===== config.mk =====
export PLATFORM = sky130hd
export DESIGN_NAME = display_plane_yuv_decomp_fetch
export DESIGN_NICKNAME = d
export VERILOG_FILES = /design/src/shared/plane_fetch_pkg.sv /design/src/display_plane_yuv_decomp_fetch.sv /design/src/plane_cap_check.sv /design/src/plane_page_walker.sv
export SDC_FILE = /design/constraint.sdc
export NUM_CORES = 2
export LEC_CHECK = 0
export ABC_CLOCK_PERIOD_IN_PS = 10900
export BUFFER_PORTS_ARGS = -buffer_cell sky130_fd_sc_hd__buf_2
export CAP_MARGIN = 30
export CELL_PAD_IN_SITES_DETAIL_PLACEMENT = 1
export CELL_PAD_IN_SITES_GLOBAL_PLACEMENT = 1
export CORE_ASPECT_RATIO = 1.1
export CORE_MARGIN = 3
export CORE_UTILIZATION = 40
export DETAILED_ROUTE_END_ITERATION = 16
export GPL_TIMING_DRIVEN = 0
export PLACE_DENSITY = 0.76
export REMOVE_ABC_BUFFERS = 1
export SLEW_MARGIN = 20
export SYNTH_ARGS = -nofsm -noshare
export SYNTH_HDL_FRONTEND = slang
export SYNTH_HIERARCHICAL = 1
export SYNTH_SLANG_ARGS = --single-unit

===== constraint.sdc =====
create_clock -name ref_clk -period 10.9 [get_ports ref_clk]
set_input_delay 0.545 -clock ref_clk [delete_from_list [all_inputs] [get_ports ref_clk]]
set_output_delay 0.545 -clock ref_clk [all_outputs]
set_load 0.01 [all_outputs]

===== src/shared/plane_fetch_pkg.sv =====
/*
  Constants, types and helpers shared by the display plane fetch block.
  Assumes one 32-bit AXI4-Lite register window; byte address = 4 * register index.
*/
package plane_fetch_pkg;
  // register indices
  localparam logic [3:0] R_CTRL = 4'h0;
  localparam logic [3:0] R_SURF = 4'h1;
  localparam logic [3:0] R_STRIDE = 4'h2;
  localparam logic [3:0] R_OFFSET = 4'h3;
  localparam logic [3:0] R_SIZE = 4'h4;
  localparam logic [3:0] R_SHEIGHT = 4'h5;
  localparam logic [3:0] R_AUXDIST = 4'h6;
  localparam logic [3:0] R_AUXSTRIDE = 4'h7;
  localparam logic [3:0] R_CCVAL = 4'h8;
  localparam logic [3:0] R_PAGES = 4'h9;
  localparam logic [3:0] R_CUS = 4'hA;
  localparam logic [3:0] R_STATUS = 4'hB;
  localparam logic [3:0] R_LIVE = 4'hC;
  localparam logic [3:0] R_ID = 4'hD;
  localparam int NUM_DB = 10;
  localparam logic [31:0] REG_RESET = 32'h00000000;
  localparam logic [1:0] RESP_OKAY = 2'h0;
  localparam logic [1:0] RESP_SLVERR = 2'h2;
  // 4K page holds 64 cache lines of 64 bytes
  localparam int PAGE_SHIFT = 12;
  localparam int LINE_SHIFT = 6;
  localparam logic [5:0] LAST_LINE = 6'h3F;
  localparam logic [11:0] PAGE_MASK = 12'hFFF;
  // command streamer numbering
  localparam int CS_CYCLED_PIPES = 3;
  localparam int CS_PIPE3_BASE = 21;

  typedef enum logic [2:0] {
    FMT_RGB2101010, FMT_RGB8888X, FMT_ARGB8888, FMT_XRBIAS,
    FMT_FP16, FMT_UINT16, FMT_RGB565, FMT_YUV
  } fmt_t;
  typedef enum logic [1:0] {TILE_LINEAR, TILE_X, TILE_Y, TILE_4} tile_t;
  typedef enum logic [1:0] {ROT_0, ROT_90, ROT_180, ROT_270} rot_t;

  typedef struct packed {
    logic [11:0] rsvd;
    logic tbPair;
    logic gammaEn;
    logic colorCorrEn;
    logic keyEn;
    logic hdr;
    logic fbcEn;
    logic clearEn;
    logic mediaDec;
    logic renderDec;
    logic asyncEn;
    logic interlace;
    logic mirror;
    rot_t rot;
    tile_t tile;
    fmt_t fmt;
    logic enable;
  } ctrl_t;

  typedef struct packed {
    logic [27:0] rsvd;
    logic [2:0] yBinding;
    logic enable;
  } cus_t;

  typedef struct packed {
    logic upsBad;
    logic auxAlignBad;
    logic mediaBad;
    logic renderBad;
    logic rotBad;
    logic interlaceBad;
    logic mirrorBad;
    logic hdrBad;
    logic asyncBad;
    logic fbcBad;
  } cap_err_t;

  typedef struct packed {
    logic [31:0] addr;
    logic [31:0] csAddr;
    logic csNibble;
  } fetch_t;

  typedef struct packed {
    logic [31:0] stride;
    logic [31:0] offset;
    logic [31:0] size;
    logic [31:0] surfHeight;
    logic [31:0] auxStride;
    logic [31:0] clearColour;
  } geom_t;

  function automatic logic [5:0] cs_plane_num(input int pipe, input int plane);
    if (pipe < CS_CYCLED_PIPES) begin
      return 6'((plane - 1) * CS_CYCLED_PIPES + pipe + 1);
    end
    return 6'(CS_PIPE3_BASE + plane);
  endfunction : cs_plane_num
endpackage : plane_fetch_pkg


===== src/display_plane_yuv_decomp_fetch.sv =====
/*
  One display plane: AXI4-Lite register file with armed double buffering,
  capability gating, chroma upsampler control and the frame fetch walker.
  Assumes vblankStart, tlbBoundary and dbStall come from the pipe, synchronous to ref_clk.
*/
`timescale 1ns/10ps
module display_plane_yuv_decomp_fetch #(
  parameter int PIPE = 0,
  parameter int PLANE = 1
) (
  input wire logic ref_clk,
  input wire logic reset_n,
  input wire logic [31:0] s_axi_awaddr,
  input wire logic s_axi_awvalid,
  output logic s_axi_awready,
  input wire logic [31:0] s_axi_wdata,
  input wire logic [3:0] s_axi_wstrb,
  input wire logic s_axi_wvalid,
  output logic s_axi_wready,
  output logic [1:0] s_axi_bresp,
  output logic s_axi_bvalid,
  input wire logic s_axi_bready,
  input wire logic [31:0] s_axi_araddr,
  input wire logic s_axi_arvalid,
  output logic s_axi_arready,
  output logic [31:0] s_axi_rdata,
  output logic [1:0] s_axi_rresp,
  output logic s_axi_rvalid,
  input wire logic s_axi_rready,
  input wire logic vblankStart,
  input wire logic tlbBoundary,
  input wire logic dbStall,
  input wire logic yRoleIn,
  input wire logic fetchReady,
  output logic fetchValid,
  output plane_fetch_pkg::fetch_t fetchReq,
  output logic flipDone,
  output plane_fetch_pkg::ctrl_t planeCfg,
  output plane_fetch_pkg::geom_t planeGeom,
  output plane_fetch_pkg::cus_t upsCtl,
  output logic [2:0] postCtl
);
  localparam bit UV_PLANE = (PLANE >= 1) && (PLANE <= 3);
  localparam bit Y_PLANE = (PLANE == 4) || (PLANE == 5);
  localparam bit FBC_PLANE = (PIPE == 0) && (PLANE == 1);
  localparam logic [5:0] CS_NUM = plane_fetch_pkg::cs_plane_num(PIPE, PLANE);

  logic [31:0] pend_q [plane_fetch_pkg::NUM_DB];
  logic [31:0] act_q [plane_fetch_pkg::NUM_DB];
  logic [31:0] dbNext [plane_fetch_pkg::NUM_DB];
  plane_fetch_pkg::cus_t cus_q;
  logic [31:0] awAddr_q;
  logic [31:0] wData_q;
  logic [3:0] wStrb_q;
  logic armed_q;
  logic startPend_q;
  plane_fetch_pkg::cap_err_t err;
  logic walkBusy;

  // write side decode
  wire logic doWrite = !s_axi_awready && !s_axi_wready && !s_axi_bvalid;
  wire logic [3:0] wIdx = awAddr_q[5:2];
  wire logic wInRange = (awAddr_q[31:6] == 26'h0000000) && (wIdx <= plane_fetch_pkg::R_ID);
  wire logic wEn = doWrite && wInRange && (wIdx <= plane_fetch_pkg::R_CUS);
  wire logic [31:0] wMask = {{8{wStrb_q[3]}}, {8{wStrb_q[2]}}, {8{wStrb_q[1]}}, {8{wStrb_q[0]}}};
  wire logic [31:0] wOld = (wIdx == plane_fetch_pkg::R_CUS) ? cus_q : pend_q[wIdx];
  wire logic [31:0] wMerged = (wOld & ~wMask) | (wData_q & wMask);
  wire logic armWrite = wEn && (wIdx == plane_fetch_pkg::R_SURF);
  wire logic otherDbWrite = wEn && (wIdx < plane_fetch_pkg::R_CUS) && !armWrite;

  // programmed and committed views
  wire plane_fetch_pkg::ctrl_t ctrlP = pend_q[plane_fetch_pkg::R_CTRL];
  wire plane_fetch_pkg::ctrl_t ctrlA = act_q[plane_fetch_pkg::R_CTRL];
  plane_fetch_pkg::ctrl_t ctrlClean;

  plane_cap_check #(
    .PIPE(PIPE),
    .PLANE(PLANE)
  ) u_check (
    .ctrl(ctrlP),
    .cus(cus_q),
    .auxDist(pend_q[plane_fetch_pkg::R_AUXDIST]),
    .err(err)
  );

  // illegal feature requests are dropped at commit, the rest of the word passes
  always_comb begin
    ctrlClean = ctrlP;
    ctrlClean.fbcEn = ctrlP.fbcEn && !err.fbcBad;
    ctrlClean.asyncEn = ctrlP.asyncEn && !err.asyncBad;
    ctrlClean.hdr = ctrlP.hdr && !err.hdrBad;
    ctrlClean.mirror = ctrlP.mirror && !err.mirrorBad;
    ctrlClean.interlace = ctrlP.interlace && !err.interlaceBad && !err.rotBad;
    ctrlClean.renderDec = ctrlP.renderDec && !err.renderBad && !err.rotBad && !err.auxAlignBad;
    ctrlClean.mediaDec = ctrlP.mediaDec && !err.mediaBad && !err.rotBad && !err.auxAlignBad;
    ctrlClean.clearEn = ctrlP.clearEn && ctrlClean.renderDec;
  end

  // flip commit: sync waits for frame start and the shared stall unless the plane is off, so both
  // planes of a planar pair release on the same update
  wire logic planeOff = !ctrlA.enable;
  wire logic asyncPath = ctrlP.asyncEn && !err.asyncBad;
  wire logic syncCommit = armed_q && !asyncPath && ((vblankStart && !dbStall) || planeOff);
  wire logic asyncCommit = armed_q && asyncPath && (tlbBoundary || vblankStart || planeOff);

  for (genvar i = 0; i < plane_fetch_pkg::NUM_DB; i++) begin : g_db
    assign dbNext[i] = (i == int'(plane_fetch_pkg::R_CTRL)) ? 32'(ctrlClean) : pend_q[i];
    always_ff @(posedge ref_clk) begin
      if (!reset_n) begin
        pend_q[i] <= plane_fetch_pkg::REG_RESET;
      end else if (wEn && wIdx == 4'(i)) begin
        pend_q[i] <= wMerged;
      end
    end
    always_ff @(posedge ref_clk) begin
      if (!reset_n) begin
        act_q[i] <= plane_fetch_pkg::REG_RESET;
      end else if (syncCommit || (asyncCommit && i == int'(plane_fetch_pkg::R_SURF))) begin
        act_q[i] <= dbNext[i];
      end
    end
  end

  // arm on surface write; another buffered write while armed disarms; arming wins
  always_ff @(posedge ref_clk) begin
    if (!reset_n) begin
      armed_q <= 1'b0;
      flipDone <= 1'b0;
    end else begin
      armed_q <= armWrite || (armed_q && !syncCommit && !asyncCommit && !otherDbWrite);
      flipDone <= syncCommit || asyncCommit;
    end
  end

  // upsampler control is live; only UV-capable planes may enable it
  always_ff @(posedge ref_clk) begin
    if (!reset_n) begin
      cus_q <= '0;
      upsCtl <= '0;
      postCtl <= 3'h0;
      planeCfg <= '0;
      startPend_q <= 1'b0;
    end else begin
      if (wEn && wIdx == plane_fetch_pkg::R_CUS) begin
        cus_q <= wMerged;
      end
      upsCtl <= cus_q;
      upsCtl.enable <= cus_q.enable && !err.upsBad;
      // a plane bound as Y lets the UV plane own keying, correction and gamma
      postCtl <= yRoleIn ? 3'h0 : {ctrlA.gammaEn, ctrlA.colorCorrEn, ctrlA.keyEn};
      planeCfg <= ctrlA;
      startPend_q <= vblankStart;
    end
  end

  assign planeGeom.stride = act_q[plane_fetch_pkg::R_STRIDE];
  assign planeGeom.offset = act_q[plane_fetch_pkg::R_OFFSET];
  assign planeGeom.size = act_q[plane_fetch_pkg::R_SIZE];
  assign planeGeom.surfHeight = act_q[plane_fetch_pkg::R_SHEIGHT];
  assign planeGeom.auxStride = act_q[plane_fetch_pkg::R_AUXSTRIDE];
  assign planeGeom.clearColour = act_q[plane_fetch_pkg::R_CCVAL];

  // control surface sits at the programmed distance after the main surface
  wire logic decompOn = ctrlA.renderDec || ctrlA.mediaDec;
  wire logic [31:0] csBase = decompOn
    ? 32'(act_q[plane_fetch_pkg::R_SURF] + act_q[plane_fetch_pkg::R_AUXDIST]) : 32'h00000000;

  plane_page_walker u_walk (
    .ref_clk(ref_clk),
    .reset_n(reset_n),
    .start(startPend_q && ctrlA.enable),
    .rot(ctrlA.rot),
    .mediaMode(ctrlA.mediaDec),
    .base(act_q[plane_fetch_pkg::R_SURF]),
    .csBase(csBase),
    .pages(act_q[plane_fetch_pkg::R_PAGES][15:0]),
    .ready(fetchReady),
    .valid(fetchValid),
    .req(fetchReq),
    .busy(walkBusy)
  );

  // read side
  wire logic [3:0] rIdx = s_axi_araddr[5:2];
  wire logic rInRange = (s_axi_araddr[31:6] == 26'h0000000) && (rIdx <= plane_fetch_pkg::R_ID);
  wire logic [31:0] statusWord = {20'h00000, walkBusy, armed_q, err};
  wire logic [31:0] idWord = {22'h000000, FBC_PLANE, Y_PLANE, UV_PLANE, UV_PLANE, CS_NUM};
  logic [31:0] rdMux;
  always_comb begin
    rdMux = 32'h00000000;
    if (!rInRange) begin
      rdMux = 32'h00000000;
    end else if (rIdx < plane_fetch_pkg::R_CUS) begin
      rdMux = pend_q[rIdx];
    end else if (rIdx == plane_fetch_pkg::R_CUS) begin
      rdMux = cus_q;
    end else if (rIdx == plane_fetch_pkg::R_STATUS) begin
      rdMux = statusWord;
    end else if (rIdx == plane_fetch_pkg::R_LIVE) begin
      rdMux = act_q[plane_fetch_pkg::R_SURF];
    end else begin
      rdMux = idWord;
    end
  end

  always_ff @(posedge ref_clk) begin
    if (!reset_n) begin
      s_axi_awready <= 1'b1;
      s_axi_wready <= 1'b1;
      s_axi_bvalid <= 1'b0;
      s_axi_bresp <= plane_fetch_pkg::RESP_OKAY;
      awAddr_q <= 32'h00000000;
      wData_q <= 32'h00000000;
      wStrb_q <= 4'h0;
    end else begin
      if (s_axi_awvalid && s_axi_awready) begin
        awAddr_q <= s_axi_awaddr;
        s_axi_awready <= 1'b0;
      end
      if (s_axi_wvalid && s_axi_wready) begin
        wData_q <= s_axi_wdata;
        wStrb_q <= s_axi_wstrb;
        s_axi_wready <= 1'b0;
      end
      if (doWrite) begin
        s_axi_bvalid <= 1'b1;
        s_axi_bresp <= wInRange ? plane_fetch_pkg::RESP_OKAY : plane_fetch_pkg::RESP_SLVERR;
      end
      if (s_axi_bvalid && s_axi_bready) begin
        s_axi_bvalid <= 1'b0;
        s_axi_awready <= 1'b1;
        s_axi_wready <= 1'b1;
      end
    end
  end

  always_ff @(posedge ref_clk) begin
    if (!reset_n) begin
      s_axi_arready <= 1'b1;
      s_axi_rvalid <= 1'b0;
      s_axi_rdata <= 32'h00000000;
      s_axi_rresp <= plane_fetch_pkg::RESP_OKAY;
    end else begin
      if (s_axi_arvalid && s_axi_arready) begin
        s_axi_rdata <= rdMux;
        s_axi_rresp <= rInRange ? plane_fetch_pkg::RESP_OKAY : plane_fetch_pkg::RESP_SLVERR;
        s_axi_rvalid <= 1'b1;
        s_axi_arready <= 1'b0;
      end
      if (s_axi_rvalid && s_axi_rready) begin
        s_axi_rvalid <= 1'b0;
        s_axi_arready <= 1'b1;
      end
    end
  end
endmodule : display_plane_yuv_decomp_fetch


===== src/plane_cap_check.sv =====
/*
  Combinational legality check of one plane's programmed control word.
  Assumes PIPE (0..3) and PLANE (1..5) name the plane's position.
*/
`timescale 1ns/10ps
module plane_cap_check #(
  parameter int PIPE = 0,
  parameter int PLANE = 1
) (
  input plane_fetch_pkg::ctrl_t ctrl,
  input plane_fetch_pkg::cus_t cus,
  input wire logic [31:0] auxDist,
  output plane_fetch_pkg::cap_err_t err
);
  localparam bit UV_PLANE = (PLANE >= 1) && (PLANE <= 3);
  localparam bit FBC_PLANE = (PIPE == 0) && (PLANE == 1);
  wire logic isRgb = ctrl.fmt != plane_fetch_pkg::FMT_YUV;
  wire logic rotSide = (ctrl.rot == plane_fetch_pkg::ROT_90) || (ctrl.rot == plane_fetch_pkg::ROT_270);
  wire logic isLinear = ctrl.tile == plane_fetch_pkg::TILE_LINEAR;
  wire logic isYLike = (ctrl.tile == plane_fetch_pkg::TILE_Y) || (ctrl.tile == plane_fetch_pkg::TILE_4);
  wire logic decFmt = (ctrl.fmt == plane_fetch_pkg::FMT_RGB8888X) || (ctrl.fmt == plane_fetch_pkg::FMT_ARGB8888)
    || (ctrl.fmt == plane_fetch_pkg::FMT_RGB2101010) || (ctrl.fmt == plane_fetch_pkg::FMT_FP16);
  wire logic fbcFmt = (ctrl.fmt == plane_fetch_pkg::FMT_RGB8888X) || (ctrl.fmt == plane_fetch_pkg::FMT_RGB565);
  wire logic yBindOk = (cus.yBinding == 3'h4) || (cus.yBinding == 3'h5);

  assign err.fbcBad = ctrl.fbcEn && (!FBC_PLANE || !fbcFmt);
  assign err.asyncBad = ctrl.asyncEn && (!isRgb || ctrl.mediaDec);
  assign err.hdrBad = ctrl.hdr && !UV_PLANE;
  assign err.mirrorBad = ctrl.mirror && isLinear;
  assign err.interlaceBad = ctrl.interlace && !(isLinear || ctrl.tile == plane_fetch_pkg::TILE_X);
  assign err.rotBad = rotSide && (ctrl.interlace || ctrl.renderDec || ctrl.mediaDec);
  assign err.renderBad = ctrl.renderDec && (!isYLike || ctrl.tbPair || !decFmt);
  assign err.mediaBad = ctrl.mediaDec && (ctrl.tile != plane_fetch_pkg::TILE_Y);
  assign err.auxAlignBad = (ctrl.renderDec || ctrl.mediaDec)
    && (auxDist[11:0] != 12'h000);
  assign err.upsBad = cus.enable && (!UV_PLANE || !yBindOk);
endmodule : plane_cap_check


===== src/plane_page_walker.sv =====
/*
  Cache-line address generator for one frame of a plane surface.
  Assumes remapped page tables for side rotation; the consumer may stall with ready.
*/
`timescale 1ns/10ps
module plane_page_walker (
  input wire logic ref_clk,
  input wire logic reset_n,
  input wire logic start,
  input plane_fetch_pkg::rot_t rot,
  input wire logic mediaMode,
  input wire logic [31:0] base,
  input wire logic [31:0] csBase,
  input wire logic [15:0] pages,
  input wire logic ready,
  output logic valid,
  output plane_fetch_pkg::fetch_t req,
  output logic busy
);
  logic [15:0] pg_q;
  logic [5:0] ln_q;
  wire logic rev = rot == plane_fetch_pkg::ROT_180;
  wire logic side = (rot == plane_fetch_pkg::ROT_90) || (rot == plane_fetch_pkg::ROT_270);
  // pages sequential for side rotation; the in-page walk runs down tile columns
  wire logic [15:0] pgEff = rev ? 16'(pages - 16'h0001 - pg_q) : pg_q;
  wire logic [5:0] lnEff = rev ? 6'(plane_fetch_pkg::LAST_LINE - ln_q)
    : (side ? {ln_q[4:0], ln_q[5]} : ln_q);
  wire logic [21:0] lineIdx = {pgEff, lnEff};
  // four bits of status per line pair, or per four-line unit in media mode
  wire logic [21:0] unitIdx = mediaMode ? {2'h0, lineIdx[21:2]} : {1'h0, lineIdx[21:1]};
  wire logic advance = busy && (!valid || ready);
  wire logic lastLine = (ln_q == plane_fetch_pkg::LAST_LINE) && (pg_q == 16'(pages - 16'h0001));

  always_ff @(posedge ref_clk) begin
    if (!reset_n) begin
      busy <= 1'b0;
      valid <= 1'b0;
      pg_q <= 16'h0000;
      ln_q <= 6'h00;
      req <= '0;
    end else begin
      if (start && !busy && pages != 16'h0000) begin
        busy <= 1'b1;
        valid <= valid && !ready;
        pg_q <= 16'h0000;
        ln_q <= 6'h00;
      end else if (advance) begin
        valid <= 1'b1;
        req.addr <= 32'(base + {pgEff, 12'h000} + {lnEff, 6'h00});
        req.csAddr <= 32'(csBase + {11'h000, unitIdx[21:1]});
        req.csNibble <= unitIdx[0];
        ln_q <= 6'(ln_q + 6'h01);
        if (ln_q == plane_fetch_pkg::LAST_LINE) begin
          pg_q <= 16'(pg_q + 16'h0001);
        end
        if (lastLine) begin
          busy <= 1'b0;
        end
      end else if (valid && ready) begin
        valid <= 1'b0;
      end
    end
  end
endmodule : plane_page_walker


==> metrics.yaml <==
syn-cell-area_sq_mm: 0.04609
grt.total_usage: 0.2928
syn_inst: 4199
synth.largest_area_cell: "edfxtp_1"
whs_ns: 0.05503
layout_common_cells: "edfxtp_1 (624), nor2_1 (504), buf_2 (468)"
num_rows: 129
dr.first_iter.drc_count: 3702
ant_nets: 0
ys_seq_elements: 924
critPathLaunchType: "flip-flop"
tns_ns: 0
fmax_ghz: 0.1678
ys_seq_area_frac: 0.5369
die_h_microns: 362.0
ys_warn_count: 6
drv_slew: 0
critPathKind: "reg -> reg"
final_hold_viol_count: 0
syn_area_per_cell_sq_um: 10.98
place_congestion: 0.9052
reg2regPathDepth: 20
core_area_sq_mm: 0.1135
grt_max_degree: 140
path_max_fanout: 8
fin_crit_ns: 5.959
p_leak_nw: 21.82
finalNonFillerCells: 6075
final_common_cell: "edfxtp_1"
nNetsFinal: 4682
endpoint_kind: "flip-flop"
max-clock-path-buffers: 3
post-dp-hpwl_microns: 122800
reg2reg_slack_ns: 4.94
cts_tree: "done"
grt_pass1_wl_microns: 256300
hold_depth: 3
crit_end: "u_walk/req[31]"
critPathLaunch: "act_q[4][36]"
peakVddDrop_uv: 110.6
yosysTopAreaCellShare: 0.4066
wl_per_cell_microns: 29.41
io_buffers: 472
setup_viol: 0
clock_skew_ns: 0.04349
overflow: 0
synth_cell_types: 105
synth-main-ff-cell: "edfxtp_1"
antenna_found_initial: 13
clk_latency_ns: 0.73
cts_buffers: 100
required_ns: 11.55
path_clk_slew_ns: 0.06
status: "finished, final reports clean"
die_x_microns: 329.6
ys_async_sr_fraction: 0
ctsResizeCount: 0
min_path_type: "in -> reg"
drive_above_1_share: 0.2267
arrival_ns: 6.61
dr.pass1.iters: 5
maxSlewHeadroom: 0.2475
ys_top_cells_by_area: "edfxtp_1 (41%), dfxtp_1 (13%), mux4_2 (6.5%)"
area_growth_pct: 17.90
vias: 36510
synth-edff-count: 624
clock-root-buffer: "clkbuf_16"
start_util: 0.4062
ios: 479
first_global_vias: 37320
r2r_end: "u_walk/req[31]"
tightestPinTransition_ns: 1.127
power_density_mw_per_mm2: 156.6
place_inst: 5867
finalWirelength_microns: 178700
drv_cap: 0
dieArea_sq_mm: 0.1193
rsz0062_at_grt: "no"
cts_max_level: 3
post-route-drc-count: 0
r2r-start: "act_q[4][36]"
layout_worst_path_cycle_share: 0.5467
drt-vias-per-instance: 6.010
clock-sinks: 924
==> layout make-up <==
cell class	count	area, sq um
clock buffer	141	2994
timing repair buffer	557	4297
multi-input combinational	2832	19600
fill	12150	59130
antenna	7	17.52
sequential	924	24760
clock inverter	48	546.8
inverter	60	237.7
tap	1506	1884
==> how the worst min path moves through the flow <==
stage	start	endpoint	slack [ns]
after detailed placement	act_q[0][4]	planeCfg[4]	0.44
after CTS	s_axi_awaddr[30]	awAddr_q[30]	0.0005
after global placement	act_q[0][10]	planeCfg[10]	0.43
after floorplan	act_q[0][10]	planeCfg[10]	0.43
after global routing	s_axi_awaddr[30]	awAddr_q[30]	0.02
final	s_axi_awaddr[16]	awAddr_q[16]	0.06
==> power by group <==
group	leakage [nW]	internal (mW)	switching, mW
logic	11.2	0.326	0.566
clock network	1.73	2.14	1.53
registers	8.88	3.84	0.110
==> metrics by stage <==
step | cell area [sq um] | utilization | worst slack [ns] | power, mW
after global placement | 48470 | 0.4272 | -12.89 | 4.864
after detailed placement | 50660 | 0.4465 | 5.054 | 4.895
after global routing | 54320 | 0.4787 | 4.576 | 8.765
after CTS | 54270 | 0.4783 | 5.005 | 8.537
after floorplan | 44230 | - | -3.137 | 4.484
final | 54340 | 0.4789 | 4.941 | 8.508
==> flip-flops by register name, indices dropped and copies added, names as in the netlist, 3 cells and up, named ones only <==
name	count
pend_q	320
act_q	304
u_walk/req	65
cus_q	32
planeCfg	32
s_axi_rdata	32
upsCtl	32
wData_q	32
awAddr_q	30
u_walk/pg_q	16
u_walk/ln_q	6
wStrb_q	4
postCtl	3
==> critical path: stages, from the launching register on <==
cell and delay, ns:
edfxtp_1 0.54, nor4_2 0.30, nand2_1 0.16, or4_4 0.48, nor4_1 0.29, xor2_1 0.20
ha_1 0.37, a21o_1 0.24, o21bai_1 0.18, o41ai_1 0.35, xnor2_1 0.22, o21ai_2 0.14
mux2_2 0.32, ha_1 0.38, nand2_1 0.20, nor3_2 0.29, nand2_1 0.09, o21ai_2 0.26
nor2_1 0.17, or4_1 0.50, a31oi_1 0.18
==> Yosys cell counts (9+ instances only) <==
library cell and n:
a2111oi_0 20, a211oi_1 16, a21boi_0 11, a21o_1 28, a21oi_1 229, a22oi_1 28
a311o_1 32, a31oi_1 16, a32o_1 32, and2_1 124, and3_1 276, buf_1 22
buf_2 68, buf_4 77, clkbuf_1 209, dfxtp_1 300, edfxtp_1 624, ha_1 91
inv_1 57, mux2_2 16, mux2i_1 100, mux4_2 132, nand2_1 450, nand2b_1 21
nand3_1 44, nand4_1 24, nor2_1 507, nor2_2 60, nor2b_1 21, nor3_1 17
nor4_1 21, o211ai_1 9, o21a_1 43, o21ai_0 146, o21ai_1 11, o21ba_2 19
o21bai_1 14, o22ai_1 9, or3_1 9, xnor2_1 68, xor2_1 48
==> cells by family (layout without fill, tap and decap cells) <==
group	Yosys count	in the layout	share of synthesized area
buffers and inverters	445	806	0.04542
and+or+nand+nor	1625	1625	0.1701
AOI/OAI and AO/OA	741	741	0.1080
muxes	249	249	0.09038
DFF	924	924	0.5369
other	2	11	0.0001629
adders and majority gates	96	96	0.02669
xor gates and xnor gates	117	117	0.02240
==> what timing repair did <==
item                      in CTS  in global routing
hold buffers                   7                  0
buffers inserted               0                  0
hold endpoints to repair       9                  0
==> per-layer routing <==
metal	GRT usage	share of wire
met5	0.007649	0.0011
met4	0.1239	0.047
met3	0.06619	0.091
met2	0.4774	0.47
met1	0.3744	0.39
Power figures use the tool's default switching activity.
